File: src/rtl/lpm_defines.svh
`ifndef LPM_DEFINES_SVH
`define LPM_DEFINES_SVH

// register byte offsets
`define LPM_OFF_IO_CTRL     8'h00
`define LPM_OFF_PROC_CTRL   8'h04
`define LPM_OFF_IRQ_EN      8'h08
`define LPM_OFF_STATUS      8'h0c

// field positions
`define LPM_IO_STOP_BIT     5
`define LPM_PC_IDLE_CLR_BIT 6
`define LPM_PC_IDLE_SET_BIT 3
`define LPM_PC_BUS_IDLE_BIT 5

// reset values
`define LPM_IO_CTRL_RST     8'h00
`define LPM_PROC_CTRL_RST   8'h00
`define LPM_IRQ_EN_RST      3'h0

// restart latencies in tenths of a clock period
`define LPM_SLEEP_WAKE_TENTHS 15
`define LPM_IDLE_WAKE_TENTHS  95
// rounded up to whole cycles
`define LPM_SLEEP_WAKE_CYC  ((`LPM_SLEEP_WAKE_TENTHS + 9) / 10)
`define LPM_IDLE_WAKE_CYC   ((`LPM_IDLE_WAKE_TENTHS + 9) / 10)

`endif

File: src/rtl/lpm_pkg.sv
package lpm_pkg;

    typedef enum logic [2:0] {
        LPM_RUN,
        LPM_HALT,
        LPM_SLEEP,
        LPM_SYS_STOP,
        LPM_IDLE,
        LPM_WAKE
    } lpm_mode_t;

    typedef struct packed {
        logic [2:0] maskable;
        logic       nmi;
        logic       internal;
    } lpm_irq_t;

    typedef struct packed {
        lpm_mode_t  mode;
        logic [3:0] wake_cnt;
        logic       wake_service;
        logic       bus_idle_latch;
        logic [7:0] io_ctrl;
        logic [7:0] proc_ctrl;
        logic [2:0] irq_en;
        logic [31:0] prdata;
        logic       pslverr;
        logic       service_pulse;
        logic       resume_pulse;
    } lpm_state_t;

endpackage

File: src/rtl/lpm_ctrl.sv
// The register addresses and the APB interface to the registers were chosen for this implementation.
`include "lpm_defines.svh"
`timescale 1ns/100ps
`default_nettype none

module lpm_ctrl #(
    parameter int SLEEP_WAKE_CYC = `LPM_SLEEP_WAKE_CYC,
    parameter int IDLE_WAKE_CYC  = `LPM_IDLE_WAKE_CYC
) (
    // clock and reset
    input  wire logic             pclk,
    input  wire logic             presetn,
    // apb slave
    input  wire logic             psel,
    input  wire logic             penable,
    input  wire logic             pwrite,
    input  wire logic [7:0]       paddr,
    input  wire logic [31:0]      pwdata,
    output logic                  pready,
    output logic [31:0]           prdata,
    output logic                  pslverr,
    // core events
    input  wire logic             halt_instr_exec,
    input  wire logic             sleep_instruction,
    input  wire logic             interrupt_enable_flag,
    input  wire lpm_pkg::lpm_irq_t irq_in,
    // external bus masters
    input  wire logic             bus_req,
    output logic                  bus_grant,
    // pins and enables
    output logic                  halt_status_out,
    output logic                  cycle_status_out,
    output logic                  opcode_fetch_strobe,
    output logic                  system_clock_out_en,
    output logic                  core_exec_en,
    output logic                  opcode_refetch,
    output logic                  periph_run_en,
    output logic                  refresh_en,
    output logic                  dma_run_en,
    output logic                  irq_service,
    output logic                  resume_next
);

    // refuse latencies the 4-bit wake counter cannot hold
    if (SLEEP_WAKE_CYC < 1 || SLEEP_WAKE_CYC > 15 || IDLE_WAKE_CYC < 1 || IDLE_WAKE_CYC > 15) begin : g_bad_wake
        $error("wake latency must be 1..15 cycles");
    end

    localparam logic [3:0] SLEEP_CNT = 4'(SLEEP_WAKE_CYC - 1);
    localparam logic [3:0] IDLE_CNT  = 4'(IDLE_WAKE_CYC - 1);

    lpm_pkg::lpm_state_t st_reg;
    lpm_pkg::lpm_state_t st_next;

    logic io_stop;
    logic idle_cfg;
    logic [2:0] mask_hit;
    logic ext_wake;
    logic sleep_wake;
    logic any_wake;
    logic wr_en;

    // register address check
    function automatic logic lpm_mapped(input logic [7:0] a);
        return a == `LPM_OFF_IO_CTRL || a == `LPM_OFF_PROC_CTRL ||
               a == `LPM_OFF_IRQ_EN || a == `LPM_OFF_STATUS;
    endfunction

    // wake source decode
    assign io_stop    = st_reg.io_ctrl[`LPM_IO_STOP_BIT];
    assign idle_cfg   = io_stop && !st_reg.proc_ctrl[`LPM_PC_IDLE_CLR_BIT]
                        && st_reg.proc_ctrl[`LPM_PC_IDLE_SET_BIT];
    assign mask_hit   = irq_in.maskable & st_reg.irq_en;
    assign ext_wake   = irq_in.nmi || (|mask_hit);
    assign sleep_wake = ext_wake || (irq_in.internal && !io_stop);
    assign any_wake   = ext_wake || irq_in.internal;
    assign wr_en      = psel && penable && pwrite;

    // next state
    always_comb begin
        st_next = st_reg;
        st_next.service_pulse = 1'b0;
        st_next.resume_pulse  = 1'b0;
        // register writes
        if (wr_en) begin
            unique case (paddr)
                `LPM_OFF_IO_CTRL:   st_next.io_ctrl   = pwdata[7:0];
                `LPM_OFF_PROC_CTRL: st_next.proc_ctrl = pwdata[7:0];
                `LPM_OFF_IRQ_EN:    st_next.irq_en    = pwdata[2:0];
                default: ;
            endcase
        end
        if (psel && !penable) begin
            st_next.pslverr = !lpm_mapped(paddr) || (pwrite && paddr == `LPM_OFF_STATUS);
            unique case (paddr)
                `LPM_OFF_IO_CTRL:   st_next.prdata = {24'h000000, st_reg.io_ctrl};
                `LPM_OFF_PROC_CTRL: st_next.prdata = {24'h000000, st_reg.proc_ctrl};
                `LPM_OFF_IRQ_EN:    st_next.prdata = {29'h0, st_reg.irq_en};
                `LPM_OFF_STATUS:    st_next.prdata = {24'h000000, st_reg.bus_idle_latch, 4'h0, st_reg.mode};
                default:            st_next.prdata = 32'h00000000;
            endcase
        end
        // mode sequencing
        unique case (st_reg.mode)
            lpm_pkg::LPM_RUN: begin
                if (sleep_instruction) begin
                    if (idle_cfg) begin
                        st_next.mode = lpm_pkg::LPM_IDLE;
                        st_next.bus_idle_latch = st_reg.proc_ctrl[`LPM_PC_BUS_IDLE_BIT];
                    end else if (io_stop) begin
                        st_next.mode = lpm_pkg::LPM_SYS_STOP;
                    end else begin
                        st_next.mode = lpm_pkg::LPM_SLEEP;
                    end
                end else if (halt_instr_exec) begin
                    st_next.mode = lpm_pkg::LPM_HALT;
                end
            end
            lpm_pkg::LPM_HALT: begin
                if (any_wake) begin
                    st_next.mode = lpm_pkg::LPM_RUN;
                    st_next.service_pulse = 1'b1;
                end
            end
            lpm_pkg::LPM_SLEEP, lpm_pkg::LPM_SYS_STOP: begin
                if ((st_reg.mode == lpm_pkg::LPM_SLEEP) ? any_wake : sleep_wake) begin
                    st_next.mode = lpm_pkg::LPM_WAKE;
                    st_next.wake_cnt = SLEEP_CNT;
                    st_next.wake_service = irq_in.nmi || interrupt_enable_flag;
                end
            end
            lpm_pkg::LPM_IDLE: begin
                if (ext_wake) begin
                    st_next.mode = lpm_pkg::LPM_WAKE;
                    st_next.wake_cnt = IDLE_CNT;
                    st_next.wake_service = irq_in.nmi || interrupt_enable_flag;
                end
            end
            lpm_pkg::LPM_WAKE: begin
                if (st_reg.wake_cnt == 4'h0) begin
                    st_next.mode = lpm_pkg::LPM_RUN;
                    st_next.bus_idle_latch = 1'b0;
                    st_next.service_pulse = st_reg.wake_service;
                    st_next.resume_pulse  = !st_reg.wake_service;
                end else begin
                    st_next.wake_cnt = st_reg.wake_cnt - 4'h1;
                end
            end
            default: st_next.mode = lpm_pkg::LPM_RUN;
        endcase
    end

    // state register
    always_ff @(posedge pclk or negedge presetn) begin
        if (!presetn) begin
            st_reg <= '{mode: lpm_pkg::LPM_RUN, wake_cnt: 4'h0, wake_service: 1'b0,
                        bus_idle_latch: 1'b0, io_ctrl: `LPM_IO_CTRL_RST,
                        proc_ctrl: `LPM_PROC_CTRL_RST, irq_en: `LPM_IRQ_EN_RST,
                        prdata: 32'h00000000, pslverr: 1'b0, service_pulse: 1'b0,
                        resume_pulse: 1'b0};
        end else begin
            st_reg <= st_next;
        end
    end

    // bus answer
    assign pready  = 1'b1;
    assign prdata  = st_reg.prdata;
    assign pslverr = st_reg.pslverr;

    // outputs decoded from mode
    always_comb begin
        halt_status_out     = st_reg.mode != lpm_pkg::LPM_HALT;
        cycle_status_out    = st_reg.mode != lpm_pkg::LPM_HALT;
        opcode_fetch_strobe = st_reg.mode != lpm_pkg::LPM_HALT;
        opcode_refetch      = st_reg.mode == lpm_pkg::LPM_HALT;
        core_exec_en        = st_reg.mode == lpm_pkg::LPM_RUN;
        system_clock_out_en = !(st_reg.mode == lpm_pkg::LPM_IDLE ||
                                (st_reg.mode == lpm_pkg::LPM_WAKE && st_reg.bus_idle_latch));
        periph_run_en       = !io_stop && st_reg.mode != lpm_pkg::LPM_IDLE;
        refresh_en          = st_reg.mode != lpm_pkg::LPM_IDLE;
        dma_run_en          = st_reg.mode != lpm_pkg::LPM_IDLE;
        bus_grant           = bus_req && (st_reg.mode != lpm_pkg::LPM_IDLE || st_reg.bus_idle_latch);
        irq_service         = st_reg.service_pulse;
        resume_next         = st_reg.resume_pulse;
    end

    // checks
    property p_halt_pins;
        @(posedge pclk) disable iff (!presetn)
        (st_reg.mode == lpm_pkg::LPM_HALT) |-> (!halt_status_out && !cycle_status_out && !opcode_fetch_strobe);
    endproperty
    a_halt_pins: assert property (p_halt_pins) else $error("halt pins not low");

    property p_run_high;
        @(posedge pclk) disable iff (!presetn)
        (st_reg.mode == lpm_pkg::LPM_RUN) |-> (halt_status_out && core_exec_en);
    endproperty
    a_run_high: assert property (p_run_high) else $error("run without halt status high");

    property p_sleep_wake;
        @(posedge pclk) disable iff (!presetn)
        (st_reg.mode == lpm_pkg::LPM_SLEEP && any_wake) |-> ##(2) st_reg.mode == lpm_pkg::LPM_WAKE
            ##1 st_reg.mode == lpm_pkg::LPM_RUN;
    endproperty
    a_sleep_wake: assert property (p_sleep_wake) else $error("sleep wake latency wrong");

    property p_io_stop;
        @(posedge pclk) disable iff (!presetn)
        io_stop |-> !periph_run_en;
    endproperty
    a_io_stop: assert property (p_io_stop) else $error("peripherals run under io stop");

    property p_sys_stop_entry;
        @(posedge pclk) disable iff (!presetn)
        (st_reg.mode == lpm_pkg::LPM_RUN && sleep_instruction && io_stop && !idle_cfg)
            |=> (st_reg.mode == lpm_pkg::LPM_SYS_STOP && system_clock_out_en && !core_exec_en);
    endproperty
    a_sys_stop_entry: assert property (p_sys_stop_entry) else $error("system stop not entered");

    property p_sys_stop_internal;
        @(posedge pclk) disable iff (!presetn)
        (st_reg.mode == lpm_pkg::LPM_SYS_STOP && !ext_wake) |=> st_reg.mode == lpm_pkg::LPM_SYS_STOP;
    endproperty
    a_sys_stop_internal: assert property (p_sys_stop_internal) else $error("internal wake in system stop");

    property p_idle_gate;
        @(posedge pclk) disable iff (!presetn)
        (st_reg.mode == lpm_pkg::LPM_IDLE) |-> (!system_clock_out_en && !refresh_en && !periph_run_en);
    endproperty
    a_idle_gate: assert property (p_idle_gate) else $error("clock not gated in idle");

    property p_idle_bus;
        @(posedge pclk) disable iff (!presetn)
        (st_reg.mode == lpm_pkg::LPM_IDLE && !st_reg.bus_idle_latch) |-> !bus_grant;
    endproperty
    a_idle_bus: assert property (p_idle_bus) else $error("bus granted in idle");

    property p_idle_wake;
        @(posedge pclk) disable iff (!presetn)
        (st_reg.mode == lpm_pkg::LPM_IDLE && ext_wake) |=> (st_reg.mode == lpm_pkg::LPM_WAKE) [*5]
            ##1 (st_reg.mode == lpm_pkg::LPM_WAKE) [*5]
            ##1 (st_reg.mode == lpm_pkg::LPM_RUN);
    endproperty
    a_idle_wake: assert property (p_idle_wake) else $error("idle wake latency wrong");

    property p_idle_service;
        @(posedge pclk) disable iff (!presetn)
        (st_reg.mode == lpm_pkg::LPM_IDLE && irq_in.nmi) |-> ##11 (irq_service && !resume_next);
    endproperty
    a_idle_service: assert property (p_idle_service) else $error("nmi not serviced after idle");

    property p_idle_resume;
        @(posedge pclk) disable iff (!presetn)
        (st_reg.mode == lpm_pkg::LPM_IDLE && !irq_in.nmi && (|mask_hit) && !interrupt_enable_flag)
            |-> ##11 (resume_next && !irq_service);
    endproperty
    a_idle_resume: assert property (p_idle_resume) else $error("no plain resume after idle");

    // halt leaves clock, memory, transfers and bus alone
    property p_halt_alive;
        @(posedge pclk) disable iff (!presetn)
        (st_reg.mode == lpm_pkg::LPM_HALT) |-> (system_clock_out_en && refresh_en && dma_run_en
            && (periph_run_en == !io_stop) && (bus_grant == bus_req));
    endproperty
    a_halt_alive: assert property (p_halt_alive) else $error("halt stopped a running unit");

    // nmi, an enabled line or an internal request ends halt with a service pulse
    property p_halt_exit;
        @(posedge pclk) disable iff (!presetn)
        (st_reg.mode == lpm_pkg::LPM_HALT && any_wake) |=> (st_reg.mode == lpm_pkg::LPM_RUN && irq_service);
    endproperty
    a_halt_exit: assert property (p_halt_exit) else $error("halt not left on request");

    // peripherals run whenever io stop is clear outside idle
    property p_io_resume;
        @(posedge pclk) disable iff (!presetn)
        (!io_stop && st_reg.mode != lpm_pkg::LPM_IDLE) |-> periph_run_en;
    endproperty
    a_io_resume: assert property (p_io_resume) else $error("peripherals held without io stop");

    // sleep without io stop halts the core only
    property p_plain_sleep;
        @(posedge pclk) disable iff (!presetn)
        (st_reg.mode == lpm_pkg::LPM_RUN && sleep_instruction && !io_stop)
            |=> (st_reg.mode == lpm_pkg::LPM_SLEEP && !core_exec_en);
    endproperty
    a_plain_sleep: assert property (p_plain_sleep) else $error("plain sleep not entered");

    // the full software sequence lands in idle
    property p_idle_entry;
        @(posedge pclk) disable iff (!presetn)
        (st_reg.mode == lpm_pkg::LPM_RUN && sleep_instruction && idle_cfg)
            |=> (st_reg.mode == lpm_pkg::LPM_IDLE);
    endproperty
    a_idle_entry: assert property (p_idle_entry) else $error("idle not entered");

    // grant enable is frozen at idle entry
    property p_idle_latch;
        @(posedge pclk) disable iff (!presetn)
        (st_reg.mode == lpm_pkg::LPM_RUN && sleep_instruction && idle_cfg)
            |=> (st_reg.bus_idle_latch == $past(st_reg.proc_ctrl[`LPM_PC_BUS_IDLE_BIT]));
    endproperty
    a_idle_latch: assert property (p_idle_latch) else $error("idle grant enable not latched");

    // nothing but nmi or an enabled line ends idle
    property p_idle_hold;
        @(posedge pclk) disable iff (!presetn)
        (st_reg.mode == lpm_pkg::LPM_IDLE && !ext_wake)
            |=> (st_reg.mode == lpm_pkg::LPM_IDLE);
    endproperty
    a_idle_hold: assert property (p_idle_hold) else $error("idle left without a request");

    // external requests still end system stop
    property p_sys_stop_wake;
        @(posedge pclk) disable iff (!presetn)
        (st_reg.mode == lpm_pkg::LPM_SYS_STOP && ext_wake)
            |=> (st_reg.mode == lpm_pkg::LPM_WAKE);
    endproperty
    a_sys_stop_wake: assert property (p_sys_stop_wake) else $error("system stop ignored a request");

    // core stays stopped while restarting
    property p_wake_core;
        @(posedge pclk) disable iff (!presetn)
        (st_reg.mode == lpm_pkg::LPM_WAKE) |-> !core_exec_en;
    endproperty
    a_wake_core: assert property (p_wake_core) else $error("core ran during restart");

    // exit pulses last a single cycle
    property p_pulse_once;
        @(posedge pclk) disable iff (!presetn)
        (irq_service || resume_next) |=> !(irq_service || resume_next);
    endproperty
    a_pulse_once: assert property (p_pulse_once) else $error("exit pulse longer than one cycle");

endmodule
`default_nettype wire

File: config.mk
export PLATFORM = sky130hd
export DESIGN_NAME = lpm_ctrl
export DESIGN_NICKNAME = d
export VERILOG_FILES = /design/src/rtl/lpm_pkg.sv /design/src/rtl/lpm_ctrl.sv
export VERILOG_INCLUDE_DIRS = /design/src /design/src/rtl
export SDC_FILE = /design/constraint.sdc
export NUM_CORES = 1
export LEC_CHECK = 0
export BUFFER_PORTS_ARGS = -buffer_cell sky130_fd_sc_hd__buf_2
export CAP_MARGIN = 0
export CORE_MARGIN = 2
export CORE_UTILIZATION = 40
export CTS_CLUSTER_SIZE = 25
export DETAILED_ROUTE_END_ITERATION = 16
export PLACE_DENSITY = 0.74
export SLEW_MARGIN = 20
export SYNTH_ARGS = -nofsm -noshare
export SYNTH_HDL_FRONTEND = slang
export SYNTH_SLANG_ARGS = --single-unit
File: constraint.sdc
create_clock -name pclk -period 5.65 [get_ports pclk]
set_input_delay 0.2825 -clock pclk [delete_from_list [all_inputs] [get_ports pclk]]
set_output_delay 0.2825 -clock pclk [all_outputs]
set_load 0.05 [all_outputs]
Word-level counts from Yosys, hierarchy flattened --
Cells that the tools add are included.
Cells by class: $add $sub $neg 1, equality and inequality tests 18, muxes and demuxes 22, bitwise gates (word level) 1, reduce and logical (&&, ||, !) cells 41
Operators with widths (number):
- $pmux 8 s4 | 1
- $eq 8x4->1 const B | 2
- $mux 8 | 2
- $mux 3 | 5
- $pmux 3 s5 | 1
- $pmux 4 s3 | 1
- $logic_and 1x1->1 | 10
- $logic_or 1x1->1 | 10
- $ne 2x2->1 const B | 5
- $eq 8x3->1 const B | 1
- $logic_not 8->1 | 1
- $reduce_and 4->1 | 2
- $mux 1 | 7
- $eq 3x2->1 const B | 2
- $eq 3x3->1 const B | 2
- $logic_not 1->1 | 6
- $ne 3x3->1 const B | 2
- $pmux 1 s2 | 3
- $reduce_and 2->1 | 3
- $reduce_and 5->1 | 1
- $logic_not 4->1 | 1
- $mux 4 | 1
- $ne 2x1->1 const B | 2
- $reduce_bool 2->1 | 2
- other kinds (10) | 10
Storage, ports and cells: register bits 63, output and inout bits 46

Depth between registers and ports, before layout --
Gate-level depths: netlist of the first run.
depth after elaboration 7, gate-level depth with buffers 7

Worst setup path after synthesis of the first run --
No wires, ideal clock.
kind register to output, start reg st_reg[60] (netlist bit), end out bus_grant, arrival time 1696 ps, required time 5368 ps, setup slack 3672 ps, stages on the path, launching flop included 4, buffers on the path 1, cells stage by stage dfrtp_1 > buf_2 > nor3b_4 > a21boi_0
Between the ends: word-level cells in the longest chain between the ends 3
Ends and longest elaborated chain:
- start: declaration | RTL line lpm_ctrl.sv:52 | lpm_pkg::lpm_state_t st_reg;
- start signal: assignment | RTL line lpm_ctrl.sv:156 | st_reg <= '{mode: lpm_pkg::LPM_RUN, wake_cnt: 4'h0, wake_service: 1'b0,
- start signal: assignment | RTL line lpm_ctrl.sv:162 | st_reg <= st_next;
- $ne 3x3->1 | RTL line lpm_ctrl.sv:183 | bus_grant = bus_req && (st_reg.mode != lpm_pkg::LPM_IDLE || st_reg.bus_idle_latch);
- $logic_or 1x1->1 | RTL line lpm_ctrl.sv:183
- $logic_and 1x1->1 | RTL line lpm_ctrl.sv:183
- end: declaration | RTL line lpm_ctrl.sv:29 | output logic bus_grant,
Every way passes these cells.

Final worst setup path of the first run --
start reg st_reg[56] (netlist bit), end reg st_reg[57] (netlist bit)
Between the ends: word-level cells in the longest chain between the ends 3
Ends and longest elaborated chain (RTL line):
- $sub 4x1->4 or $logic_not 4->1 (tied branches) | lpm_ctrl.sv:146, lpm_ctrl.sv:140
- $mux 4 or $ne 2x2->1 (tied branches)
- $pmux 4 s3 or $reduce_and 4->1 (tied branches)
Several ways; a longest one is shown, not always the timed one. The select of a mux whose other input is x is not followed. A chain may end at the register's enable or synchronous reset.

==> impl_metrics.xml, run 1 <==
<?xml version="1.0" encoding="UTF-8"?>
<metrics>
  <group name="min_path">
    <metric name="worstHoldPathType" unit="">in2async</metric>
  </group>
  <group name="cells_and_area">
    <metric name="drive_above_1_share" unit="%">36.29</metric>
    <metric name="fin_nets" unit="">302</metric>
    <metric name="sequential_cell_area" unit="sq um">975.9</metric>
    <metric name="growth_of_design_area_from_synthesis_to_finish" unit="%">10.55</metric>
    <metric name="final_core_utilization" unit="%">45.97</metric>
    <metric name="multi_input_area" unit="sq um">1061</metric>
    <metric name="fillers" unit="">526</metric>
    <metric name="antenna_cells" unit="">0</metric>
    <metric name="largest_reg_flops" unit="">27</metric>
    <metric name="stdcell_count" unit="">320</metric>
    <metric name="final_area" unit="sq um">2531</metric>
  </group>
  <group name="placed_design">
    <metric name="post_dp_hpwl" unit="mm">3.323</metric>
    <metric name="gp_routability_congestion" unit="">0.7837</metric>
    <metric name="portBuffers" unit="">50</metric>
    <metric name="place_inst" unit="">312</metric>
    <metric name="preCtsSetupSlack" unit="ps">3474</metric>
    <metric name="place_area" unit="sq um">2415</metric>
  </group>
  <group name="route">
    <metric name="detail_route.wl_per_cell" unit="um">13.59</metric>
    <metric name="via_count" unit="">1594</metric>
    <metric name="drt-total-wl" unit="mm">4.348</metric>
    <metric name="detailed_router_iteration_count_before_antenna_repair" unit="">4</metric>
    <metric name="avgViaCountPerCell" unit="">4.981</metric>
    <metric name="drt-initial-drc-count" unit="">120</metric>
    <metric name="route.detailed.drc" unit="">0</metric>
    <metric name="drt_antenna_net_count" unit="">0</metric>
  </group>
  <group name="setup_path">
    <metric name="worstSetupEndpointType" unit="">register</metric>
    <metric name="critical_path_arrival" unit="ps">2410</metric>
    <metric name="timing.critical_path.required" unit="ps">5840</metric>
    <metric name="critPathMaxFanout" unit="">7</metric>
    <metric name="worst_r2r_startpoint" unit="">st_reg[56]$_DFFE_PN0P_</metric>
    <metric name="timing_worst_setup_path_type" unit="">reg2reg</metric>
    <metric name="setup.worst_path.start" unit="">st_reg[56]$_DFFE_PN0P_</metric>
    <metric name="cp-start-kind" unit="">register</metric>
  </group>
  <group name="power">
    <metric name="power_per_cell_area" unit="nW/um^2">416.7</metric>
    <metric name="netSwitchingFraction" unit="%">45.52</metric>
    <metric name="power.ir.vdd_worst" unit="uV">184.0</metric>
    <metric name="power_frac_seq" unit="%">33.3</metric>
    <metric name="clock_power_share" unit="%">23.0</metric>
    <metric name="power_frac_comb" unit="%">43.7</metric>
    <metric name="power.switching" unit="mW">0.4801</metric>
    <metric name="leakagePower" unit="nW">1.266</metric>
    <metric name="p_total" unit="mW">1.055</metric>
    <metric name="internal-power" unit="mW">0.5746</metric>
  </group>
  <group name="floorplanning">
    <metric name="initial_standard_cell_utilization_of_the_core" unit="%">41.58</metric>
    <metric name="chip_width" unit="um">79.66</metric>
    <metric name="design.die.area" unit="sq um">6346</metric>
    <metric name="die_height" unit="um">79.66</metric>
    <metric name="ios" unit="">100</metric>
    <metric name="core-area" unit="sq um">5507</metric>
    <metric name="placement_rows" unit="">27</metric>
  </group>
  <group name="clock_network">
    <metric name="cts.path.max_buffers" unit="">2</metric>
    <metric name="num_cts_buffers" unit="">5</metric>
    <metric name="postCtsSetupRepairBufs" unit="">0</metric>
    <metric name="root_buffer" unit="">clkbuf_8</metric>
    <metric name="clock_sinks" unit="">39</metric>
    <metric name="count_of_instances_resized_after_the_clock_tree_is_built" unit="">0</metric>
    <metric name="worstSkewPairLatency" unit="ps">300</metric>
    <metric name="cts_tree" unit="">built</metric>
    <metric name="clkTransAtPathRegs" unit="ps">80</metric>
    <metric name="cts-hold-fix-buffers" unit="">0</metric>
    <metric name="cts_max_level" unit="">2</metric>
  </group>
  <group name="synthesis">
    <metric name="number_of_flops_mapped_to_enable_cells_by_yosys" unit="">0</metric>
    <metric name="netlist.top_cell.by_area" unit="">dfrtp_1</metric>
    <metric name="synth.most_common_cell" unit="">dfrtp_1</metric>
    <metric name="synthDistinctLibCells" unit="">50</metric>
    <metric name="synth_commonest_cells" unit="">39 x dfrtp_1, 36 x buf_4, 16 x mux2_2</metric>
    <metric name="post_synth_instance_area" unit="sq um">2290</metric>
    <metric name="synth_cells" unit="">210</metric>
    <metric name="yosys_warnings" unit="">0</metric>
    <metric name="synth-seq-area-share" unit="%">42.62</metric>
    <metric name="syn-mean-instance-area" unit="sq um">10.90</metric>
    <metric name="share_of_synthesized_registers_carrying_an_async_set_or_reset" unit="%">100.0</metric>
    <metric name="yosys_most_used_dff" unit="">dfrtp_1</metric>
    <metric name="share_of_yosys_cell_area_claimed_by_the_top_area_cell_type" unit="%">42.62</metric>
    <metric name="yosys_register_bits" unit="">39</metric>
    <metric name="netlist_top_cells_area" unit="">dfrtp_1 43%, buf_4 12%, mux2_2 7.9%</metric>
  </group>
  <group name="sta">
    <metric name="clock-skew-final" unit="ps">4.710</metric>
    <metric name="final-hold-violation-count" unit="">0</metric>
    <metric name="rsz0062_at_grt" unit="">false</metric>
    <metric name="maxSlewViolCount" unit="">0</metric>
    <metric name="setup_viol_count_final" unit="">0</metric>
    <metric name="fin_ws" unit="ps">3425</metric>
    <metric name="hold-worst-slack" unit="ps">76.32</metric>
    <metric name="fmax" unit="MHz">449.3</metric>
    <metric name="min_period" unit="ps">2225</metric>
    <metric name="max_slew.worst_pin.slew" unit="ps">855.5</metric>
    <metric name="final.setup.tns" unit="ps">0</metric>
    <metric name="timing.final.crit_share" unit="%">39.39</metric>
    <metric name="worst_slew_margin_rel" unit="%">42.97</metric>
  </group>
  <group name="global_route">
    <metric name="overflow" unit="">0</metric>
    <metric name="grt_start_max_net_pins" unit="">40</metric>
    <metric name="grt_use_total" unit="%">14.93</metric>
    <metric name="grt_first_pass_wirelength" unit="mm">7.196</metric>
    <metric name="antenna_found_initial" unit="">0</metric>
    <metric name="grt_pass1_vias" unit="">1536</metric>
  </group>
  <group name="run_status">
    <metric name="status" unit="">completed</metric>
  </group>
  <group name="job">
    <metric name="cap_violations" unit="">0</metric>
  </group>
</metrics>
routing by layer:
metal / track usage (%) / routed length (um) / vias up / part of all wire [%]
li1: - / - / 772 / -
met4: 6.034 / 92 / 0 / 2.1
met2: 24.37 / 2120 / 43 / 49
met5: 0 / 0 / - / 0
met3: 5.204 / 267 / 8 / 6.1
met1: 17.95 / 1867 / 771 / 43
final timing paths:
kind	end	slack (ps)	cells after the start
max	st_reg[57]$_DFFE_PN0P_	3420	6
min	irq_service$_DFF_PN0_	80	1
max reg2reg	st_reg[57]$_DFFE_PN0P_	3420	6
min reg2reg	resume_next$_DFF_PN0_	450	1
max in group asynchronous	pslverr$_DFFE_PN0P_	5040	1
min in group pclk	st_reg[50]$_DFFE_PN0P_	220	2
power groups by stage:
stage / clock network (mW) / logic (mW) / registers (mW)
5_1_grt: 0.260 / 0.500 / 0.356
3_5_place_dp: 0 / 0.461 / 0.355
3_3_place_gp: 0 / 0.452 / 0.354
2_1_floorplan: 0 / 0.406 / 0.342
6_report: 0.242 / 0.461 / 0.351
4_1_cts: 0.249 / 0.462 / 0.350
cell type report:
class / count / area share (%)
clock inverter: 3 / 1.878
timing repair buffer: 50 / 9.886
inverter: 10 / 1.483
sequential: 39 / 38.56
multi-input combinational: 141 / 41.92
tap: 72 / 3.559
clock buffer: 5 / 2.719
critical path, cell delays in order, from the launching register on:
cell,delay (ps)
dfrtp_1,400
inv_1,70
ha_1,170
nor3b_1,690
o211ai_1,270
o21ai_2,160
mux2_1,340
cells in the final DEF, fill, tap and decap left out, types with 2 or more instances in the layout:
cell and instances:
nor2_1 9, and3b_1 2, nor4_4 2, o2111ai_1 2
a21o_1 2, a22o_1 5, o211ai_1 5, a21oi_1 3
mux2_2 16, inv_1 9, nor3_1 2, mux2_4 3
nand2b_1 3, clkbuf_8 5, conb_1 25, nand2_1 8
mux4_2 3, mux2i_1 5, a31oi_1 2, or3_1 4
a21boi_0 2, nand3b_1 2, dfrtp_1 39, o21ai_0 12
buf_2 50, nand3_1 3
cells by family (layout without fill, tap and decap cells):
family	after synthesis	after routing	synth area share [%]
other	2	25	0.3280
DFF	39	39	42.62
AOI/OAI and AO/OA	44	44	13.66
muxes	28	28	15.46
and+or+nand+nor	43	43	12.57
buffers and inverters	53	68	14.81
adders and majority gates	1	1	0.5464
Power figures use the tool's default switching activity.
==> run 2: changes to the inputs <==
==> constraint.sdc (replaced) <==
create_clock -name pclk -period 2.1 [get_ports pclk]
set_input_delay 0.105 -clock pclk [delete_from_list [all_inputs] [get_ports pclk]]
set_output_delay 0.105 -clock pclk [all_outputs]
set_load 0.05 [all_outputs]
==> run 2 against run 1 <==
Setup slack got worse by 3100 ps. Combinational power increased to 3.0 times the previous value. Sequential cell count unchanged. Count of clock-buffer cells in the layout unchanged. Routed wire length decreased by 0.28%. Via count increased by 2.6%. Utilization increased by 1.2 points. Clock power increased by 150%. Total power increased to 2.7 times the previous value. Non-clock buffer count increased by 10. Global-route usage decreased by 0.36 points. Critical endpoint is now core_exec_en. Largest cell class unchanged. Largest power group unchanged.
==> impl_metrics.xml, run 2 (synthesis results as in run 1) <==
<?xml version="1.0" encoding="UTF-8"?>
<metrics>
  <group name="run_status">
    <metric name="status" unit="">completed</metric>
  </group>
  <group name="placed_design">
    <metric name="preCtsSetupSlack" unit="ps">328.5</metric>
    <metric name="place_area" unit="sq um">2482</metric>
    <metric name="gp_routability_congestion" unit="">0.7950</metric>
    <metric name="place_inst" unit="">321</metric>
    <metric name="portBuffers" unit="">50</metric>
    <metric name="post_dp_hpwl" unit="mm">3.317</metric>
  </group>
  <group name="sta">
    <metric name="final.setup.tns" unit="ps">0</metric>
    <metric name="setup_viol_count_final" unit="">0</metric>
    <metric name="fin_ws" unit="ps">288.9</metric>
    <metric name="fmax" unit="MHz">552.1</metric>
    <metric name="worst_slew_margin_rel" unit="%">42.58</metric>
    <metric name="rsz0062_at_grt" unit="">false</metric>
    <metric name="timing.final.crit_share" unit="%">86.24</metric>
    <metric name="max_slew.worst_pin.slew" unit="ps">861.3</metric>
    <metric name="hold-worst-slack" unit="ps">52.89</metric>
    <metric name="clock-skew-final" unit="ps">9.251</metric>
    <metric name="maxSlewViolCount" unit="">0</metric>
    <metric name="min_period" unit="ps">1811</metric>
    <metric name="final-hold-violation-count" unit="">0</metric>
  </group>
  <group name="setup_path">
    <metric name="cp-start-kind" unit="">register</metric>
    <metric name="timing.critical_path.required" unit="ps">2000</metric>
    <metric name="setup.worst_path.start" unit="">st_reg[61]$_DFFE_PN0P_</metric>
    <metric name="worstSetupEndpointType" unit="">output port</metric>
    <metric name="critical_path_arrival" unit="ps">1710</metric>
    <metric name="critPathMaxFanout" unit="">11</metric>
    <metric name="worst_r2r_startpoint" unit="">st_reg[56]$_DFFE_PN0P_</metric>
    <metric name="timing_worst_setup_path_type" unit="">reg2out</metric>
  </group>
  <group name="power">
    <metric name="power.ir.vdd_worst" unit="uV">526.4</metric>
    <metric name="power_per_cell_area" unit="nW/um^2">1096</metric>
    <metric name="leakagePower" unit="nW">1.307</metric>
    <metric name="p_total" unit="mW">2.849</metric>
  </group>
  <group name="clock_network">
    <metric name="num_cts_buffers" unit="">5</metric>
    <metric name="cts.path.max_buffers" unit="">2</metric>
    <metric name="cts_tree" unit="">built</metric>
    <metric name="root_buffer" unit="">clkbuf_8</metric>
    <metric name="worstSkewPairLatency" unit="ps">290</metric>
    <metric name="cts_max_level" unit="">2</metric>
    <metric name="clock_sinks" unit="">39</metric>
    <metric name="postCtsSetupRepairBufs" unit="">0</metric>
    <metric name="clkTransAtPathRegs" unit="ps">70</metric>
  </group>
  <group name="cells_and_area">
    <metric name="final_core_utilization" unit="%">47.19</metric>
    <metric name="drive_above_1_share" unit="%">38.13</metric>
    <metric name="antenna_cells" unit="">0</metric>
    <metric name="fin_nets" unit="">312</metric>
    <metric name="mostFrequentLayoutCell" unit="">buf_2</metric>
    <metric name="stdcell_count" unit="">329</metric>
    <metric name="growth_of_design_area_from_synthesis_to_finish" unit="%">13.50</metric>
    <metric name="largest_reg_flops" unit="">27</metric>
    <metric name="most-common-layout-cells" unit="">50 x buf_2, 39 x dfrtp_1, 25 x conb_1, 16 x mux2_2, 12 x o21ai_0</metric>
    <metric name="final_area" unit="sq um">2599</metric>
  </group>
  <group name="floorplanning">
    <metric name="ios" unit="">100</metric>
    <metric name="design.die.area" unit="sq um">6346</metric>
    <metric name="initial_standard_cell_utilization_of_the_core" unit="%">41.58</metric>
    <metric name="core-area" unit="sq um">5507</metric>
    <metric name="placement_rows" unit="">27</metric>
    <metric name="chip_width" unit="um">79.66</metric>
    <metric name="die_height" unit="um">79.66</metric>
  </group>
  <group name="route">
    <metric name="drt-met1-wl" unit="mm">1.874</metric>
    <metric name="avgViaCountPerCell" unit="">4.970</metric>
    <metric name="route.detailed.drc" unit="">0</metric>
    <metric name="detailed_router_iteration_count_before_antenna_repair" unit="">4</metric>
    <metric name="wl_met3" unit="um">253</metric>
    <metric name="detail_route.wl_per_cell" unit="um">13.18</metric>
    <metric name="via_count" unit="">1635</metric>
    <metric name="drt_antenna_net_count" unit="">0</metric>
    <metric name="drt-initial-drc-count" unit="">81</metric>
    <metric name="drt-total-wl" unit="mm">4.336</metric>
    <metric name="dr.max_layer_used" unit="">met4</metric>
    <metric name="met2WireLength" unit="mm">2.118</metric>
  </group>
  <group name="global_route">
    <metric name="grt_pass1_vias" unit="">1524</metric>
    <metric name="grt_use_total" unit="%">14.57</metric>
    <metric name="overflow" unit="">0</metric>
    <metric name="antenna_found_initial" unit="">0</metric>
    <metric name="grt_start_max_net_pins" unit="">40</metric>
    <metric name="grt_first_pass_wirelength" unit="mm">7.134</metric>
  </group>
  <group name="job">
    <metric name="cap_violations" unit="">0</metric>
  </group>
  <group name="min_path">
    <metric name="timing.hold.worst.start" unit="">pwdata[5]</metric>
    <metric name="worstHoldPathType" unit="">in2reg</metric>
  </group>
</metrics>
==> run 2: cell count changes in the layout (fill, tap and decap cells not counted) <==
cell / previous run / this run
buf_4: 0 / 9
inv_6: 1 / 0
dlygate4sd3_1: 0 / 1
clkinv_4: 1 / 0
clkinvlp_4: 0 / 1
==> run 2: timing repair <==
item	4_1_cts	5_1_grt
hold buffers	1	0
gates resized for setup	0	0
hold endpoints to repair	39	0
==> run 2: worst max-delay path, cell delays in order, from the launching register on <==
cell	delay (ps)
dfrtp_1	400
buf_4	180
or3_1	420
inv_1	140
buf_2	280
==> run 2: final timing paths <==
kind                                           to  slack (ps)  cells after the start
min reg2reg                 resume_next$_DFF_PN0_         450                      1
min                        st_reg[43]$_DFFE_PN0P_          50                      2
min in group asynchronous   resume_next$_DFF_PN0_         450                      2
max reg2reg                st_reg[57]$_DFFE_PN0P_         310                      7
max in group asynchronous  st_reg[61]$_DFFE_PN0P_        1100                      2
max                                  core_exec_en         290                      4
==> run 2: area by class of cell <==
cell class              count  area, sq um
clock inverters             2        37.54
inverters                  10        37.54
multi-input cells         141         1061
flip-flops and latches     39        975.9
repair buffers             60        327.8
well taps                  72        90.09
fillers                   535         2908
clock buffers               5        68.82
==> run 2: metal layers <==
layer / vias to the layer above / global-route usage (%)
met4: 0 / 5.345
li1: 790 / -
met2: 47 / 23.45
met3: 8 / 4.072
met5: - / 0
met1: 790 / 18.68
==> run 2: power breakdown <==
group          switching (mW)  internal, mW  total (mW)
clock network           0.257         0.347       0.604
logic                   0.941         0.417        1.36
registers              0.0538         0.832       0.886
==> run 3: changes to the inputs <==
--- a/config.mk
+++ b/config.mk
@@ -8,11 +8,13 @@
 export LEC_CHECK = 0
 export BUFFER_PORTS_ARGS = -buffer_cell sky130_fd_sc_hd__buf_2
 export CAP_MARGIN = 0
+export CORE_ASPECT_RATIO = 0.75
 export CORE_MARGIN = 2
 export CORE_UTILIZATION = 40
 export CTS_CLUSTER_SIZE = 25
 export DETAILED_ROUTE_END_ITERATION = 16
 export PLACE_DENSITY = 0.74
+export SKIP_LAST_GASP = 1
 export SLEW_MARGIN = 20
 export SYNTH_ARGS = -nofsm -noshare
 export SYNTH_HDL_FRONTEND = slang
==> run 3 against run 2 <==
Critical path type is now reg2reg. Highest routed layer unchanged. Die area hardly changed. Via count hardly changed. Setup slack lost 38 ps. Sequential power is 6.1% higher. Clock skew about the same. First-iteration DRC count grew 33%. Worst hold slack got worse by 5.6 ps. Sequential share of layout area shrank 0.18 points.
==> impl_metrics.xml, run 3 (synthesis results as in run 1) <==
<?xml version="1.0" encoding="UTF-8"?>
<metrics>
  <group name="cells_and_area">
    <metric name="growth_of_design_area_from_synthesis_to_finish" unit="%">14.04</metric>
    <metric name="largest_reg_flops" unit="">27</metric>
    <metric name="antenna_cells" unit="">0</metric>
    <metric name="mostFrequentLayoutCell" unit="">buf_2</metric>
    <metric name="most-common-layout-cells" unit="">50 x buf_2, 39 x dfrtp_1, 25 x conb_1, 16 x mux2_2, 12 x o21ai_0</metric>
    <metric name="fin_nets" unit="">311</metric>
    <metric name="drive_above_1_share" unit="%">38.52</metric>
    <metric name="fillers" unit="">502</metric>
  </group>
  <group name="sta">
    <metric name="max_slew.worst_pin.slew" unit="ps">848.5</metric>
    <metric name="worst_slew_margin_rel" unit="%">43.43</metric>
    <metric name="final-hold-violation-count" unit="">0</metric>
    <metric name="final.setup.tns" unit="ps">0</metric>
    <metric name="fin_ws" unit="ps">250.5</metric>
    <metric name="rsz0062_at_grt" unit="">false</metric>
    <metric name="maxSlewViolCount" unit="">0</metric>
    <metric name="fmax" unit="MHz">540.7</metric>
    <metric name="setup_viol_count_final" unit="">0</metric>
    <metric name="min_period" unit="ps">1850</metric>
    <metric name="timing.final.crit_share" unit="%">88.07</metric>
    <metric name="clock-skew-final" unit="ps">8.763</metric>
  </group>
  <group name="clock_network">
    <metric name="root_buffer" unit="">clkbuf_8</metric>
    <metric name="cts_tree" unit="">built</metric>
    <metric name="worstSkewPairLatency" unit="ps">300</metric>
    <metric name="clkTransAtPathRegs" unit="ps">80</metric>
    <metric name="cts.path.max_buffers" unit="">2</metric>
    <metric name="postCtsSetupRepairBufs" unit="">0</metric>
    <metric name="num_cts_buffers" unit="">5</metric>
    <metric name="cts_max_level" unit="">2</metric>
    <metric name="clock_sinks" unit="">39</metric>
  </group>
  <group name="setup_path">
    <metric name="critical-path-slowest-cell" unit="">dfrtp_1</metric>
    <metric name="ff2ff_setup_slack" unit="ps">250</metric>
    <metric name="cp-start-kind" unit="">register</metric>
    <metric name="timing_worst_setup_path_type" unit="">reg2reg</metric>
    <metric name="critPathMaxFanout" unit="">11</metric>
    <metric name="critical_path_arrival" unit="ps">2030</metric>
    <metric name="timing.critical_path.required" unit="ps">2280</metric>
    <metric name="timing.critical_path.cells" unit="">nor3b_4, buf_4, nor2_1, o21ai_2, mux2_1</metric>
    <metric name="slowest_delay" unit="ps">480</metric>
    <metric name="worstSetupEndpointType" unit="">register</metric>
  </group>
  <group name="route">
    <metric name="avgViaCountPerCell" unit="">4.922</metric>
    <metric name="detail_route.wl_per_cell" unit="um">13.80</metric>
    <metric name="route.detailed.drc" unit="">0</metric>
    <metric name="drt-initial-drc-count" unit="">108</metric>
    <metric name="drt-total-wl" unit="mm">4.581</metric>
    <metric name="drt_antenna_net_count" unit="">0</metric>
    <metric name="detailed_router_iteration_count_before_antenna_repair" unit="">4</metric>
    <metric name="via_count" unit="">1634</metric>
  </group>
  <group name="placed_design">
    <metric name="preCtsSetupSlack" unit="ps">199.7</metric>
    <metric name="post_dp_hpwl" unit="mm">3.451</metric>
    <metric name="portBuffers" unit="">50</metric>
    <metric name="gp_routability_congestion" unit="">0.7871</metric>
  </group>
  <group name="job">
    <metric name="cap_violations" unit="">0</metric>
  </group>
  <group name="run_status">
    <metric name="status" unit="">completed</metric>
  </group>
  <group name="floorplanning">
    <metric name="die_height" unit="um">69.52</metric>
    <metric name="design.die.area" unit="sq um">6352</metric>
    <metric name="ios" unit="">100</metric>
    <metric name="chip_width" unit="um">91.37</metric>
    <metric name="placement_rows" unit="">23</metric>
    <metric name="core-area" unit="sq um">5439</metric>
    <metric name="initial_standard_cell_utilization_of_the_core" unit="%">42.10</metric>
  </group>
  <group name="global_route">
    <metric name="grt_use_total" unit="%">15.63</metric>
    <metric name="overflow" unit="">0</metric>
    <metric name="grt_pass1_vias" unit="">1583</metric>
    <metric name="grt_start_max_net_pins" unit="">40</metric>
    <metric name="grt_first_pass_wirelength" unit="mm">7.652</metric>
    <metric name="antenna_found_initial" unit="">0</metric>
  </group>
  <group name="min_path">
    <metric name="worstHoldPathType" unit="">in2reg</metric>
  </group>
  <group name="power">
    <metric name="power.ir.vdd_worst" unit="uV">286.6</metric>
    <metric name="power_per_cell_area" unit="nW/um^2">1111</metric>
    <metric name="leakagePower" unit="nW">1.316</metric>
  </group>
</metrics>
[run 3: cell count changes in the layout (fill, tap and decap cells not counted), sizes merged]
cell      delta
buf          -1
clkbuf       +1
clkinv       +1
clkinvlp     -1
[run 3: critical path, delay by kind of cell (launching register included)]
family	cells	cell delay, ps
AOI/OAI and AO/OA	1	160
DFF	1	480
buffers and inverters	1	170
muxes	1	330
and+or+nand+nor	2	590
[run 3: worst paths after layout]
check	startpoint	end	cells past startpoint
worst max-delay path	st_reg[62]$_DFFE_PN0P_	st_reg[57]$_DFFE_PN0P_	5
worst min-delay path	pwdata[6]	st_reg[52]$_DFFE_PN0P_	2
worst max register to register	st_reg[62]$_DFFE_PN0P_	st_reg[57]$_DFFE_PN0P_	5
worst min register to register	st_reg[55]$_DFFE_PN0P_	resume_next$_DFF_PN0_	1
max in group asynchronous	presetn	prdata[7]$_DFFE_PN0P_	2
min in group asynchronous	presetn	prdata[4]$_DFFE_PN0P_	2
[run 3: power by group]
| part | total, mW | switching (mW) | internal, mW | leakage [nW] |
|---|---|---|---|---|
| clock | 0.652 | 0.268 | 0.384 | 0.0612 |
| sequential | 0.940 | 0.109 | 0.831 | 0.528 |
| combinational | 1.31 | 0.895 | 0.414 | 0.727 |
| total | 2.90 | 1.27 | 1.63 | 1.32 |
[run 3: per-layer routing]
| metal | track usage (%) | up-vias | share of wire, % |
|---|---|---|---|
| li1 | - | 789 | - |
| met1 | 20.50 | 795 | 45 |
| met2 | 22.88 | 44 | 46 |
| met3 | 6.196 | 6 | 7.0 |
| met4 | 6.734 | 0 | 2.2 |
| met5 | 0 | - | 0 |
[run 3: timing repair]
item | 4_1_cts | 5_1_grt
hold buffers | 1 | 0
hold endpoints to repair | 39 | 0
gates resized for setup | 0 | 1
endpoints found under the setup margin | 0 | 2
[run 3: cell type report]
class / instances / area, sq um / share of cell area (%)
Inverter: 10 / 37.54 / 1.437
Sequential cell: 39 / 975.9 / 37.37
Timing Repair Buffer: 59 / 320.3 / 12.27
Multi-Input combinational cell: 141 / 1066 / 40.82
Clock buffer: 6 / 82.58 / 3.162
Tap cell: 75 / 93.84 / 3.594
Clock inverter: 2 / 35.03 / 1.342
[run 3: stage by stage]
stage	std cells	utilization, %	cell area, sq um	total power [mW]	hold WS, ps
floorplan	233	-	2376	2.011	-190.6
global placement	323	45.57	2479	2.239	266.9
detailed placement	323	45.57	2479	2.254	269.4
CTS	332	47.92	2606	2.917	42.13
global route	332	48.01	2611	3.086	47.71
finish	332	48.01	2611	2.902	47.33
